$ cat src/verilog/bfsp_regs.svh
// timing, field and reset constants of the byte-flow serial port
`ifndef BFSP_REGS_SVH
`define BFSP_REGS_SVH

// clock and line rate
`define BFSP_CLK_KHZ      20000
`define BFSP_BAUD         9600
`define BFSP_BIT_CYC      ((`BFSP_CLK_KHZ * 1000) / `BFSP_BAUD)
`define BFSP_HALF_CYC     (`BFSP_BIT_CYC / 2)

// character framing: start, eight data bits, no parity, one stop
`define BFSP_DATA_BITS    8
`define BFSP_FRAME_BITS   10
`define BFSP_LAST_FLAG    8

// strobe width, rounded up to whole cycles
`define BFSP_STROBE_NS    500
`define BFSP_STROBE_CYC   ((`BFSP_STROBE_NS * `BFSP_CLK_KHZ + 999999) / 1000000)

// acknowledge window and packet spacing
`define BFSP_ACK_MIN_MS   1
`define BFSP_ACK_MAX_MS   500
`define BFSP_ACK_CYC      (`BFSP_ACK_MAX_MS * `BFSP_CLK_KHZ)
`define BFSP_GAP_MS       20
`define BFSP_GAP_CYC      (`BFSP_GAP_MS * `BFSP_CLK_KHZ)

// counter widths and buffer depth
`define BFSP_BAUD_W       12
`define BFSP_BITS_W       4
`define BFSP_LONG_W       24
`define BFSP_FILT_W       4
`define BFSP_FIFO_DEPTH   2

// filtered input positions
`define BFSP_IN_READY     0
`define BFSP_IN_TIME      1
`define BFSP_IN_NUM       2

// line levels at reset
`define BFSP_IDLE_LEVEL   1'b1

`endif

$ cat src/verilog/bfsp_pkg.sv
// types shared by the byte-flow serial port
`include "bfsp_regs.svh"

package bfsp_pkg;

    typedef logic [`BFSP_BAUD_W-1:0] bfsp_baud_t;
    typedef logic [`BFSP_BITS_W-1:0] bfsp_bits_t;
    typedef logic [`BFSP_LONG_W-1:0] bfsp_long_t;
    typedef logic [`BFSP_FILT_W-1:0] bfsp_filt_t;

    typedef enum logic [2:0] {
        BFSP_TX_IDLE = 3'h0,
        BFSP_TX_WAKE = 3'h1,
        BFSP_TX_SEND = 3'h3,
        BFSP_TX_PACE = 3'h2,
        BFSP_TX_GAP  = 3'h6
    } bfsp_tx_state_t;

    typedef enum logic [1:0] {
        BFSP_RX_IDLE  = 2'h0,
        BFSP_RX_START = 2'h1,
        BFSP_RX_DATA  = 2'h3,
        BFSP_RX_STOP  = 2'h2
    } bfsp_rx_state_t;

    typedef struct packed {
        bfsp_tx_state_t                       tx_st;
        bfsp_baud_t                           tx_baud;
        bfsp_bits_t                           tx_bits;
        logic [`BFSP_FRAME_BITS-1:0]          tx_shift;
        logic                                 tx_last;
        logic                                 tx_line;
        logic                                 seen_high;
        bfsp_long_t                           long_cnt;
        logic                                 wake_n;
        logic                                 accept_n;
        bfsp_rx_state_t                       rx_st;
        bfsp_baud_t                           rx_baud;
        bfsp_bits_t                           rx_bits;
        logic [`BFSP_DATA_BITS-1:0]           rx_shift;
        logic                                 rx_prev;
        logic [`BFSP_DATA_BITS-1:0]           rx_data;
        logic                                 rx_valid;
        logic                                 rx_err;
        logic [`BFSP_IN_NUM-1:0]              filt;
        logic [`BFSP_IN_NUM-1:0][`BFSP_FILT_W-1:0] fcnt;
        logic                                 ts_req;
    } bfsp_state_t;

endpackage

$ cat src/verilog/bfsp_port.sv
// device-side byte-flow serial host port: paced transmitter, receiver, handshakes
`timescale 1ns/1ns
`default_nettype none
`include "bfsp_regs.svh"

module bfsp_port
    import bfsp_pkg::*;
#(
    parameter int unsigned ACK_CYC    = `BFSP_ACK_CYC,
    parameter int unsigned GAP_CYC    = `BFSP_GAP_CYC,
    parameter int          FIFO_DEPTH = `BFSP_FIFO_DEPTH
) (
    // clock and reset
    input  wire logic                       clk,
    input  wire logic                       rst,
    // configuration and network status
    input  wire logic                       byte_paced_mode,
    input  wire logic                       net_joined,
    input  wire logic                       net_buf_space,
    // serial lines and handshakes
    output logic                            uart_tx,
    input  wire logic                       uart_rx,
    output logic                            module_wake_request_n,
    input  wire logic                       host_ready_n,
    output logic                            module_accept_ready_n,
    input  wire logic                       time_strobe_n,
    // outgoing packet bytes from the device core
    input  wire logic                       tx_valid,
    input  wire logic [`BFSP_DATA_BITS-1:0] tx_data,
    input  wire logic                       tx_last,
    output logic                            tx_ready,
    // incoming bytes to the device core
    output logic                            rx_valid,
    output logic [`BFSP_DATA_BITS-1:0]      rx_data,
    output logic                            rx_frame_err,
    // timestamp packet request to the device core
    output logic                            ts_request
);

    localparam bfsp_baud_t BIT_LAST   = bfsp_baud_t'(`BFSP_BIT_CYC - 1);
    localparam bfsp_baud_t HALF_LAST  = bfsp_baud_t'(`BFSP_HALF_CYC - 1);
    localparam bfsp_bits_t FRAME_LAST = bfsp_bits_t'(`BFSP_FRAME_BITS - 1);
    localparam bfsp_bits_t DATA_LAST  = bfsp_bits_t'(`BFSP_DATA_BITS - 1);
    localparam bfsp_filt_t FILT_LAST  = bfsp_filt_t'(`BFSP_STROBE_CYC - 1);
    localparam bfsp_long_t ACK_LAST   = bfsp_long_t'(ACK_CYC - 1);
    localparam bfsp_long_t GAP_LAST   = bfsp_long_t'(GAP_CYC - 1);
    localparam int         FW         = `BFSP_DATA_BITS + 1;

    localparam bfsp_state_t S_RST = '{
        tx_st:     BFSP_TX_IDLE,
        tx_baud:   '0,
        tx_bits:   '0,
        tx_shift:  '1,
        tx_last:   1'b0,
        tx_line:   `BFSP_IDLE_LEVEL,
        seen_high: 1'b0,
        long_cnt:  '0,
        wake_n:    1'b1,
        accept_n:  1'b1,
        rx_st:     BFSP_RX_IDLE,
        rx_baud:   '0,
        rx_bits:   '0,
        rx_shift:  '0,
        rx_prev:   `BFSP_IDLE_LEVEL,
        rx_data:   '0,
        rx_valid:  1'b0,
        rx_err:    1'b0,
        filt:      '1,
        fcnt:      '0,
        ts_req:    1'b0
    };

    bfsp_state_t             s;
    bfsp_state_t             next_s;
    logic [`BFSP_IN_NUM-1:0] raw_in;
    logic                    buf_valid;
    logic [FW-1:0]           buf_data;
    logic                    buf_pop;
    logic                    ready_low;
    logic                    pace_go;

    // decouples the core from host pacing; a stalled host backs up into tx_ready
    bfsp_fifo #(
        .WIDTH (FW),
        .DEPTH (FIFO_DEPTH)
    ) u_txbuf (
        .clk       (clk),
        .rst       (rst),
        .in_valid  (tx_valid),
        .in_data   ({tx_last, tx_data}),
        .in_ready  (tx_ready),
        .out_valid (buf_valid),
        .out_data  (buf_data),
        .out_ready (buf_pop)
    );

    assign raw_in[`BFSP_IN_READY] = host_ready_n;
    assign raw_in[`BFSP_IN_TIME]  = time_strobe_n;
    assign ready_low = ~s.filt[`BFSP_IN_READY];
    // packet pacing needs only ready low; byte pacing needs a fresh high-low pulse
    assign pace_go = ready_low & buf_valid & (s.seen_high | ~byte_paced_mode);

    always_comb begin
        next_s          = s;
        next_s.rx_valid = 1'b0;
        next_s.rx_err   = 1'b0;
        buf_pop         = 1'b0;

        // strobes shorter than the minimum width are rejected as glitches
        for (int i = 0; i < `BFSP_IN_NUM; i++) begin
            if (raw_in[i] != s.filt[i]) begin
                if (s.fcnt[i] == FILT_LAST) begin
                    next_s.filt[i] = raw_in[i];
                    next_s.fcnt[i] = '0;
                end else begin
                    next_s.fcnt[i] = s.fcnt[i] + 1'b1;
                end
            end else begin
                next_s.fcnt[i] = '0;
            end
        end
        // one-cycle request on each accepted falling strobe
        next_s.ts_req = s.filt[`BFSP_IN_TIME] & ~next_s.filt[`BFSP_IN_TIME];

        // not joined or no room: refuse network-bound packets
        next_s.accept_n = ~(net_joined & net_buf_space);

        // transmitter
        if (~ready_low) begin
            next_s.seen_high = 1'b1;
        end
        case (s.tx_st)
            BFSP_TX_IDLE: begin
                if (buf_valid) begin
                    next_s.wake_n   = 1'b0;
                    next_s.long_cnt = '0;
                    next_s.tx_st    = BFSP_TX_WAKE;
                end
            end
            BFSP_TX_WAKE: begin
                if (ready_low) begin
                    // release and start in the same cycle, far inside 10 ms
                    next_s.wake_n    = 1'b1;
                    next_s.tx_shift  = {1'b1, buf_data[`BFSP_DATA_BITS-1:0], 1'b0};
                    next_s.tx_last   = buf_data[`BFSP_LAST_FLAG];
                    next_s.tx_line   = 1'b0;
                    next_s.tx_baud   = '0;
                    next_s.tx_bits   = '0;
                    next_s.seen_high = 1'b0;
                    buf_pop          = 1'b1;
                    next_s.tx_st     = BFSP_TX_SEND;
                end else if (s.long_cnt == ACK_LAST) begin
                    // give up; byte stays queued and wake retries after the gap
                    next_s.wake_n   = 1'b1;
                    next_s.long_cnt = '0;
                    next_s.tx_st    = BFSP_TX_GAP;
                end else begin
                    next_s.long_cnt = s.long_cnt + 1'b1;
                end
            end
            BFSP_TX_SEND: begin
                if (s.tx_baud == BIT_LAST) begin
                    next_s.tx_baud = '0;
                    if (s.tx_bits == FRAME_LAST) begin
                        next_s.tx_line  = `BFSP_IDLE_LEVEL;
                        next_s.long_cnt = '0;
                        next_s.tx_st    = s.tx_last ? BFSP_TX_GAP : BFSP_TX_PACE;
                    end else begin
                        next_s.tx_shift = {1'b1, s.tx_shift[`BFSP_FRAME_BITS-1:1]};
                        next_s.tx_line  = s.tx_shift[1];
                        next_s.tx_bits  = s.tx_bits + 1'b1;
                    end
                end else begin
                    next_s.tx_baud = s.tx_baud + 1'b1;
                end
            end
            BFSP_TX_PACE: begin
                if (pace_go) begin
                    next_s.tx_shift  = {1'b1, buf_data[`BFSP_DATA_BITS-1:0], 1'b0};
                    next_s.tx_last   = buf_data[`BFSP_LAST_FLAG];
                    next_s.tx_line   = 1'b0;
                    next_s.tx_baud   = '0;
                    next_s.tx_bits   = '0;
                    next_s.seen_high = 1'b0;
                    buf_pop          = 1'b1;
                    next_s.tx_st     = BFSP_TX_SEND;
                end
            end
            BFSP_TX_GAP: begin
                if (s.long_cnt == GAP_LAST) begin
                    next_s.tx_st = BFSP_TX_IDLE;
                end else begin
                    next_s.long_cnt = s.long_cnt + 1'b1;
                end
            end
            default: begin
                next_s.tx_st   = BFSP_TX_IDLE;
                next_s.tx_line = `BFSP_IDLE_LEVEL;
                next_s.wake_n  = 1'b1;
            end
        endcase

        // receiver: always listening, local and network traffic alike
        next_s.rx_prev = uart_rx;
        case (s.rx_st)
            BFSP_RX_IDLE: begin
                if (s.rx_prev & ~uart_rx) begin
                    next_s.rx_baud = '0;
                    next_s.rx_st   = BFSP_RX_START;
                end
            end
            BFSP_RX_START: begin
                if (s.rx_baud == HALF_LAST) begin
                    next_s.rx_baud = '0;
                    next_s.rx_bits = '0;
                    // a start bit gone high by mid-bit was noise
                    next_s.rx_st   = uart_rx ? BFSP_RX_IDLE : BFSP_RX_DATA;
                end else begin
                    next_s.rx_baud = s.rx_baud + 1'b1;
                end
            end
            BFSP_RX_DATA: begin
                // mid-bit sampling leaves margin for host rate error
                if (s.rx_baud == BIT_LAST) begin
                    next_s.rx_baud  = '0;
                    next_s.rx_shift = {uart_rx, s.rx_shift[`BFSP_DATA_BITS-1:1]};
                    next_s.rx_bits  = s.rx_bits + 1'b1;
                    if (s.rx_bits == DATA_LAST) begin
                        next_s.rx_st = BFSP_RX_STOP;
                    end
                end else begin
                    next_s.rx_baud = s.rx_baud + 1'b1;
                end
            end
            BFSP_RX_STOP: begin
                if (s.rx_baud == BIT_LAST) begin
                    next_s.rx_baud = '0;
                    next_s.rx_st   = BFSP_RX_IDLE;
                    if (uart_rx) begin
                        next_s.rx_data  = s.rx_shift;
                        next_s.rx_valid = 1'b1;
                    end else begin
                        next_s.rx_err = 1'b1;
                    end
                end else begin
                    next_s.rx_baud = s.rx_baud + 1'b1;
                end
            end
            default: begin
                next_s.rx_st = BFSP_RX_IDLE;
            end
        endcase
    end

    always_ff @(posedge clk) begin
        if (rst) begin
            s <= S_RST;
        end else begin
            s <= next_s;
        end
    end

    assign uart_tx               = s.tx_line;
    assign module_wake_request_n = s.wake_n;
    assign module_accept_ready_n = s.accept_n;
    assign rx_valid              = s.rx_valid;
    assign rx_data               = s.rx_data;
    assign rx_frame_err          = s.rx_err;
    assign ts_request            = s.ts_req;

endmodule

`default_nettype wire

$ cat src/verilog/bfsp_fifo.sv
// small flip-flop fifo with valid/ready on both sides
`timescale 1ns/1ns
`default_nettype none

module bfsp_fifo #(
    parameter int WIDTH = 9,
    parameter int DEPTH = 2
) (
    // clock and reset
    input  wire logic             clk,
    input  wire logic             rst,
    // fill side
    input  wire logic             in_valid,
    input  wire logic [WIDTH-1:0] in_data,
    output logic                  in_ready,
    // drain side
    output logic                  out_valid,
    output logic [WIDTH-1:0]      out_data,
    input  wire logic             out_ready
);

    localparam int AW = (DEPTH > 1) ? $clog2(DEPTH) : 1;
    localparam logic [AW-1:0] PTR_LAST = AW'(DEPTH - 1);
    localparam logic [AW:0]   CNT_FULL = (AW + 1)'(DEPTH);

    typedef struct packed {
        logic [DEPTH-1:0][WIDTH-1:0] mem;
        logic [AW-1:0]               wp;
        logic [AW-1:0]               rp;
        logic [AW:0]                 cnt;
    } bfsp_fifo_state_t;

    bfsp_fifo_state_t s;
    bfsp_fifo_state_t next_s;
    logic             push;
    logic             pop;

    assign in_ready  = (s.cnt != CNT_FULL);
    assign out_valid = (s.cnt != '0);
    assign out_data  = s.mem[s.rp];
    assign push      = in_valid & in_ready;
    assign pop       = out_valid & out_ready;

    always_comb begin
        next_s = s;
        if (push) begin
            next_s.mem[s.wp] = in_data;
            next_s.wp = (s.wp == PTR_LAST) ? '0 : s.wp + 1'b1;
        end
        if (pop) begin
            next_s.rp = (s.rp == PTR_LAST) ? '0 : s.rp + 1'b1;
        end
        // simultaneous push and pop leave the count alone
        if (push & ~pop) begin
            next_s.cnt = s.cnt + 1'b1;
        end else if (pop & ~push) begin
            next_s.cnt = s.cnt - 1'b1;
        end
    end

    always_ff @(posedge clk) begin
        if (rst) begin
            s <= '0;
        end else begin
            s <= next_s;
        end
    end

endmodule

`default_nettype wire

$ cat config.mk
export PLATFORM = sky130hd
export DESIGN_NAME = bfsp_port
export DESIGN_NICKNAME = d
export VERILOG_FILES = /design/src/verilog/bfsp_pkg.sv /design/src/verilog/bfsp_port.sv /design/src/verilog/bfsp_fifo.sv
export VERILOG_INCLUDE_DIRS = /design/src /design/src/verilog
export SDC_FILE = /design/constraint.sdc
export NUM_CORES = 1
export LEC_CHECK = 0
export BUFFER_PORTS_ARGS = -buffer_cell sky130_fd_sc_hd__buf_4
export CORE_MARGIN = 3
export CORE_UTILIZATION = 50
export DETAILED_ROUTE_END_ITERATION = 12
export PLACE_DENSITY = 0.7
export SKIP_LAST_GASP = 1
export SLEW_MARGIN = 20
export SYNTH_ARGS = -nofsm -noshare
export SYNTH_HDL_FRONTEND = slang
export SYNTH_HIERARCHICAL = 1
export SYNTH_SLANG_ARGS = --single-unit
$ cat constraint.sdc
create_clock -name clk -period 2.1 [get_ports clk]
set_input_delay 0.525 -clock clk [delete_from_list [all_inputs] [get_ports clk]]
set_output_delay 0.525 -clock clk [all_outputs]
set_load 0.02 [all_outputs]
Word-level counts from Yosys, hierarchy flattened --
Index checks and enable logic that the tools add are counted. Widths: inputs -> output; s select.
Word-level totals: bits in registers 128, latch bits 0, bits in writable memories 0, bits in read-only memories 0, input bits 18, output and inout bits 15, logic and storage cells 183, memories 0
Cells by class: add/subtract/negate cells 11, $mul 0, div/mod/pow operators 0, order comparisons 3, equal/unequal tests 34, shifts and indexed selects 0, multiplexer cells 58, bitwise logic cells 23, reduce and logical (&&, ||, !) cells 26
Operator list (count):
- $mux 24 | 5
- $pmux 24 s4 | 1
- $pmux 26 s3 | 1
- $pmux 14 s4 | 1
- $mux 12 | 4
- $mux 14 | 3
- $mux 32 | 1
- $ne 2x2->1 const B | 15
- $mux 29 | 1
- $mux 9 | 3
- $mux 25 | 1
- $add 12x1->12 const B | 2
- $add 24x1->24 const B | 1
- $eq 12x12->1 const B | 2
- $eq 24x19->1 const B | 1
- $eq 24x24->1 const B | 1
- $mux 3 | 7
- $bwmux 18 | 1
- $add 4x1->4 const B | 4
- $pmux 3 s5 | 1
- $reduce_and 3->1 | 5
- $mux 2 | 7
- $mux 1 | 13
- $not 1->1 | 13
- other kinds (35) | 61

Logic depth before layout (Yosys ltp) --
word-level depth 9, gate-level depth with buffers 10, gate-level depth less buffers 9

Modules after synthesis --
The synthesis kept the hierarchy.
Modules (own cells, without submodules):
- bfsp_port | times used 1, cells each 640, area an instance 5195.0 µm², sequential area each 2102.0 µm²
- bfsp_fifo | times used 1, cells each 114, area an instance 1087.3 µm², sequential area each 440.4 µm²

Worst setup path before layout --
OpenSTA, ideal clock, no wires.
path type register -> register, start point register u_txbuf/s[0] in the netlist's numbering, end point register, netlist name s[55], setup time 74 ps, arrival time 2120 ps, data required time 2026 ps, setup slack -94 ps, cell stages (with the launch flop) 9, path buffers 1, period minus slack after synthesis 2194 ps, cells stage by stage dfxtp_1 -> or2_2 -> or3b_1 -> a21oi_1 -> o2bb2ai_1 -> a21o_1 -> buf_6 -> or4_1 -> a31oi_1
RTL lines:
- start, declared | line bfsp_fifo.sv:33 | bfsp_fifo_state_t s;
- start signal, assigned | line bfsp_fifo.sv:65 | s <= next_s;

==> run metrics <==
Die Span Y 118 um; n_diodes 0; drt drc 0; post-synth top area share around two fifths; # setup viols final 1; Crit. End Element flop; Cell Area, Synth approximately 6300 um^2; most used routing layer met2; unrepaired setup endpoints after global routing true; RD Place Congestion 0.928; met1 global-route usage a little over a quarter; GRT Util Overall 21.7%; worst r2r dst s[58]; DRT Wirelength around 16,000 um; Clock Latency Late Sink 420 ps; GRT Residual Overflow 0; via count 5,856; violated checks negative setup slack; multi-input logic area 3680 um^2; initial core utilization a little over 50%; Area Overhead vs Synth 28.9%; Yosys reg bits 127; initial antenna violation count 0; Antenna Nets Post-Route 0; Finished Core Util roughly 67%; most common cell in the synthesized netlist dfxtp_1; TritonCTS Sinks approximately 130; initial drt markers between 400 and 500; clock skew 6.36 ps; worst hold margin 303 ps; Yosys top cell by area dfxtp_1; startpoint types flop; count of input and output buffers 32; max_cap viols 0; Place WS -248 ps; # H-tree levels 4; Core Rows 40; first-pass GRT wire length 25,500 um; worst vdd ir 639 uV; YS warnings 6; FF-to-FF Start s[103]; Worst Path Arrival 2480 ps; P_int 4760 uW; sequential cell area 2560 um^2; Cells on Worst Hold Path 2; DIE AREA 13,900 um^2; Seq/Total Area, Yosys 40.5%; combinational share of power about 20%; CTS Buf Count 17; Final #Nets 878; status finished with violations; Layout Cells excl Fill 1,026; number of synthesized flops with an enable pin 0; Syn Inst Count 754; Area contributors post-synth dfxtp_1 40%, nor2_1 5.4%, a21oi_1 3.5%, nand3_1 3.3%, o21ai_0 3.2%; Synth Flop Type dfxtp_1; dpl cell area 7050 um^2; Synth cell types 62; Vias/cell 5.71; Sw Share between 20% and 30%; met3 Track Usage GR under 10%; Worst-path clk slew about 60 ps; Final Instance Area 8100 um^2; Hold Path Origin net_buf_space; vias in the first global route between 5,000 and 6,000; DP HPWL 10,200 um; WP data required ~2400 ps; M2 GR Usage 36.2%; cts hold-fix bufs 0; worst-path maximum fanout 7; I/O pin count 33; NetSw roughly 1800 uW; Post-synth ARST share 0%; DR WL/cell 15.2 um; CTS max path bufs 2; Clock Power Share roughly two fifths; worst-margin pin slew 802 ps; die width 118 um; minimum clock period 2150 ps; Final period util 102%; largest net degree at the start of global routing 29; Final Hold Fails 0; HP Class in -> reg; setup slack, reg-to-reg -50 ps; Mapped Nets 786; placed cell count between 900 and 1,000; CTS root buf clkbuf_16; Leak between 0.003 and 0.004 uW; core area 12,200 um^2; drt pass-1 iters 5; post-synthesis area per instance 8.33 um^2; Pins Over Slew Limit 0; Post-synth top cells 127 x dfxtp_1, 90 x nor2_1, 49 x nand2_1; Layout fillers 952; CP Class reg -> reg; layout cell share with drive strength beyond 1 27.5%; R2R depth 7; Slew HR 46.3%; CTS tree done; fmax about 470 MHz; hold path endpoint module_accept_ready_n; final worst setup slack -47.6 ps; sequential power share approximately two fifths; P per Cell Area roughly 810 nW/um^2
## placed cells by master (no fill, tap or decap), types with 4 or more instances in the layout
| cell type | count |
|---|---|
| clkinvlp_4 | 4 |
| a31oi_1 | 12 |
| and3_1 | 8 |
| a21oi_1 | 34 |
| nand3_1 | 41 |
| ha_1 | 11 |
| nand4_1 | 19 |
| a21oi_2 | 8 |
| or3_1 | 13 |
| o21ai_1 | 5 |
| nor2_1 | 86 |
| a211o_1 | 9 |
| clkbuf_16 | 18 |
| nor3_1 | 7 |
| or2_2 | 4 |
| buf_6 | 6 |
| mux2i_1 | 19 |
| a211oi_1 | 4 |
| buf_4 | 114 |
| mux2_2 | 10 |
| inv_1 | 24 |
| dfxtp_1 | 114 |
| xnor2_1 | 7 |
| o32ai_2 | 4 |
| nand2_1 | 47 |
| a22oi_1 | 11 |
| nor4_1 | 5 |
| o21ai_0 | 36 |
| dfxtp_2 | 12 |
| nand2b_1 | 29 |
| nor2b_1 | 16 |
| xor2_1 | 16 |
## cells by family after synthesis
logic type | count (synthesis) | share of synthesized area, %
buffers and inverters | 78 | 5.74
adder cells (fa/ha/maj) | 14 | 2.79
flip-flops | 127 | 40.5
AND/OR/NAND/NOR | 326 | 27.2
XOR/XNOR | 24 | 3.35
multiplexers | 29 | 4.82
AO/OA/AOI/OAI | 156 | 15.6
## worst max-delay path, stage by stage (launching register included)
cell,delay [ps]
dfxtp_2,330
buf_4,140
or3b_4,380
a21oi_4,190
o2bb2ai_4,120
a21o_4,240
or4_4,520
a31oi_1,140
## stage by stage
stage | setup TNS, ps | total power, uW
floorplan | 0 | 3150
global placement | -1050 | 3450
detailed placement | -2370 | 3490
CTS | -41.3 | 6330
global route | -1250 | 6900
finish | -47.6 | 6600
## area by class of cell
class | count | area share, %
Multi-Input combinational cell | 550 | 45.5
Sequential cell | 127 | 31.6
Clock buffer | 19 | 5.47
Tap cell | 168 | 2.60
Inverter | 27 | 1.25
Clock inverter | 12 | 1.38
Timing Repair Buffer | 123 | 12.2
## sequential cells by signal, summed over array words and instances (netlist names)
signal	cells
s	91
rx_valid	1
module_wake_request_n	1
ts_request	1
rx_frame_err	1
uart_tx	1
u_txbuf/s	22
rx_data	8
module_accept_ready_n	1
## worst max-delay path by stage
stage / from / to / slack (ps) / cells after the start
6_report: s[103] / s[58] / -50 / 7
5_1_grt: s[103] / u_txbuf/s[1] / -100 / 10
4_1_cts: s[91] / s[50] / -30 / 9
3_5_place_dp: s[91] / s[68] / -250 / 9
3_3_place_gp: s[91] / s[68] / -130 / 9
2_1_floorplan: s[91] / s[55] / 4 / 9
## per-layer routing
metal | share of wire [%] | up-vias
met2 | 50 | 156
met4 | 2.3 | 0
met5 | 0 | -
li1 | - | 2878
met1 | 43 | 2782
met3 | 4.8 | 40
## timing repair
| action | 4_1_cts | 5_1_grt |
|---|---|---|
| endpoints found under the setup margin | 19 | 55 |
| gates cloned | 1 | 1 |
| pin swaps | 5 | 30 |
| setup buffers | 3 | 13 |
| gates resized for setup | 11 | 76 |
## power by group through the flow
stage	Combinational (uW)	Clock, uW	Sequential (uW)
floorplan	575	0	2570
global placement	888	0	2560
detailed placement	918	0	2570
finish	1310	2770	2520
CTS	990	2820	2520
global route	1400	2960	2530
Note: power is estimated with default switching activity, not from simulation.
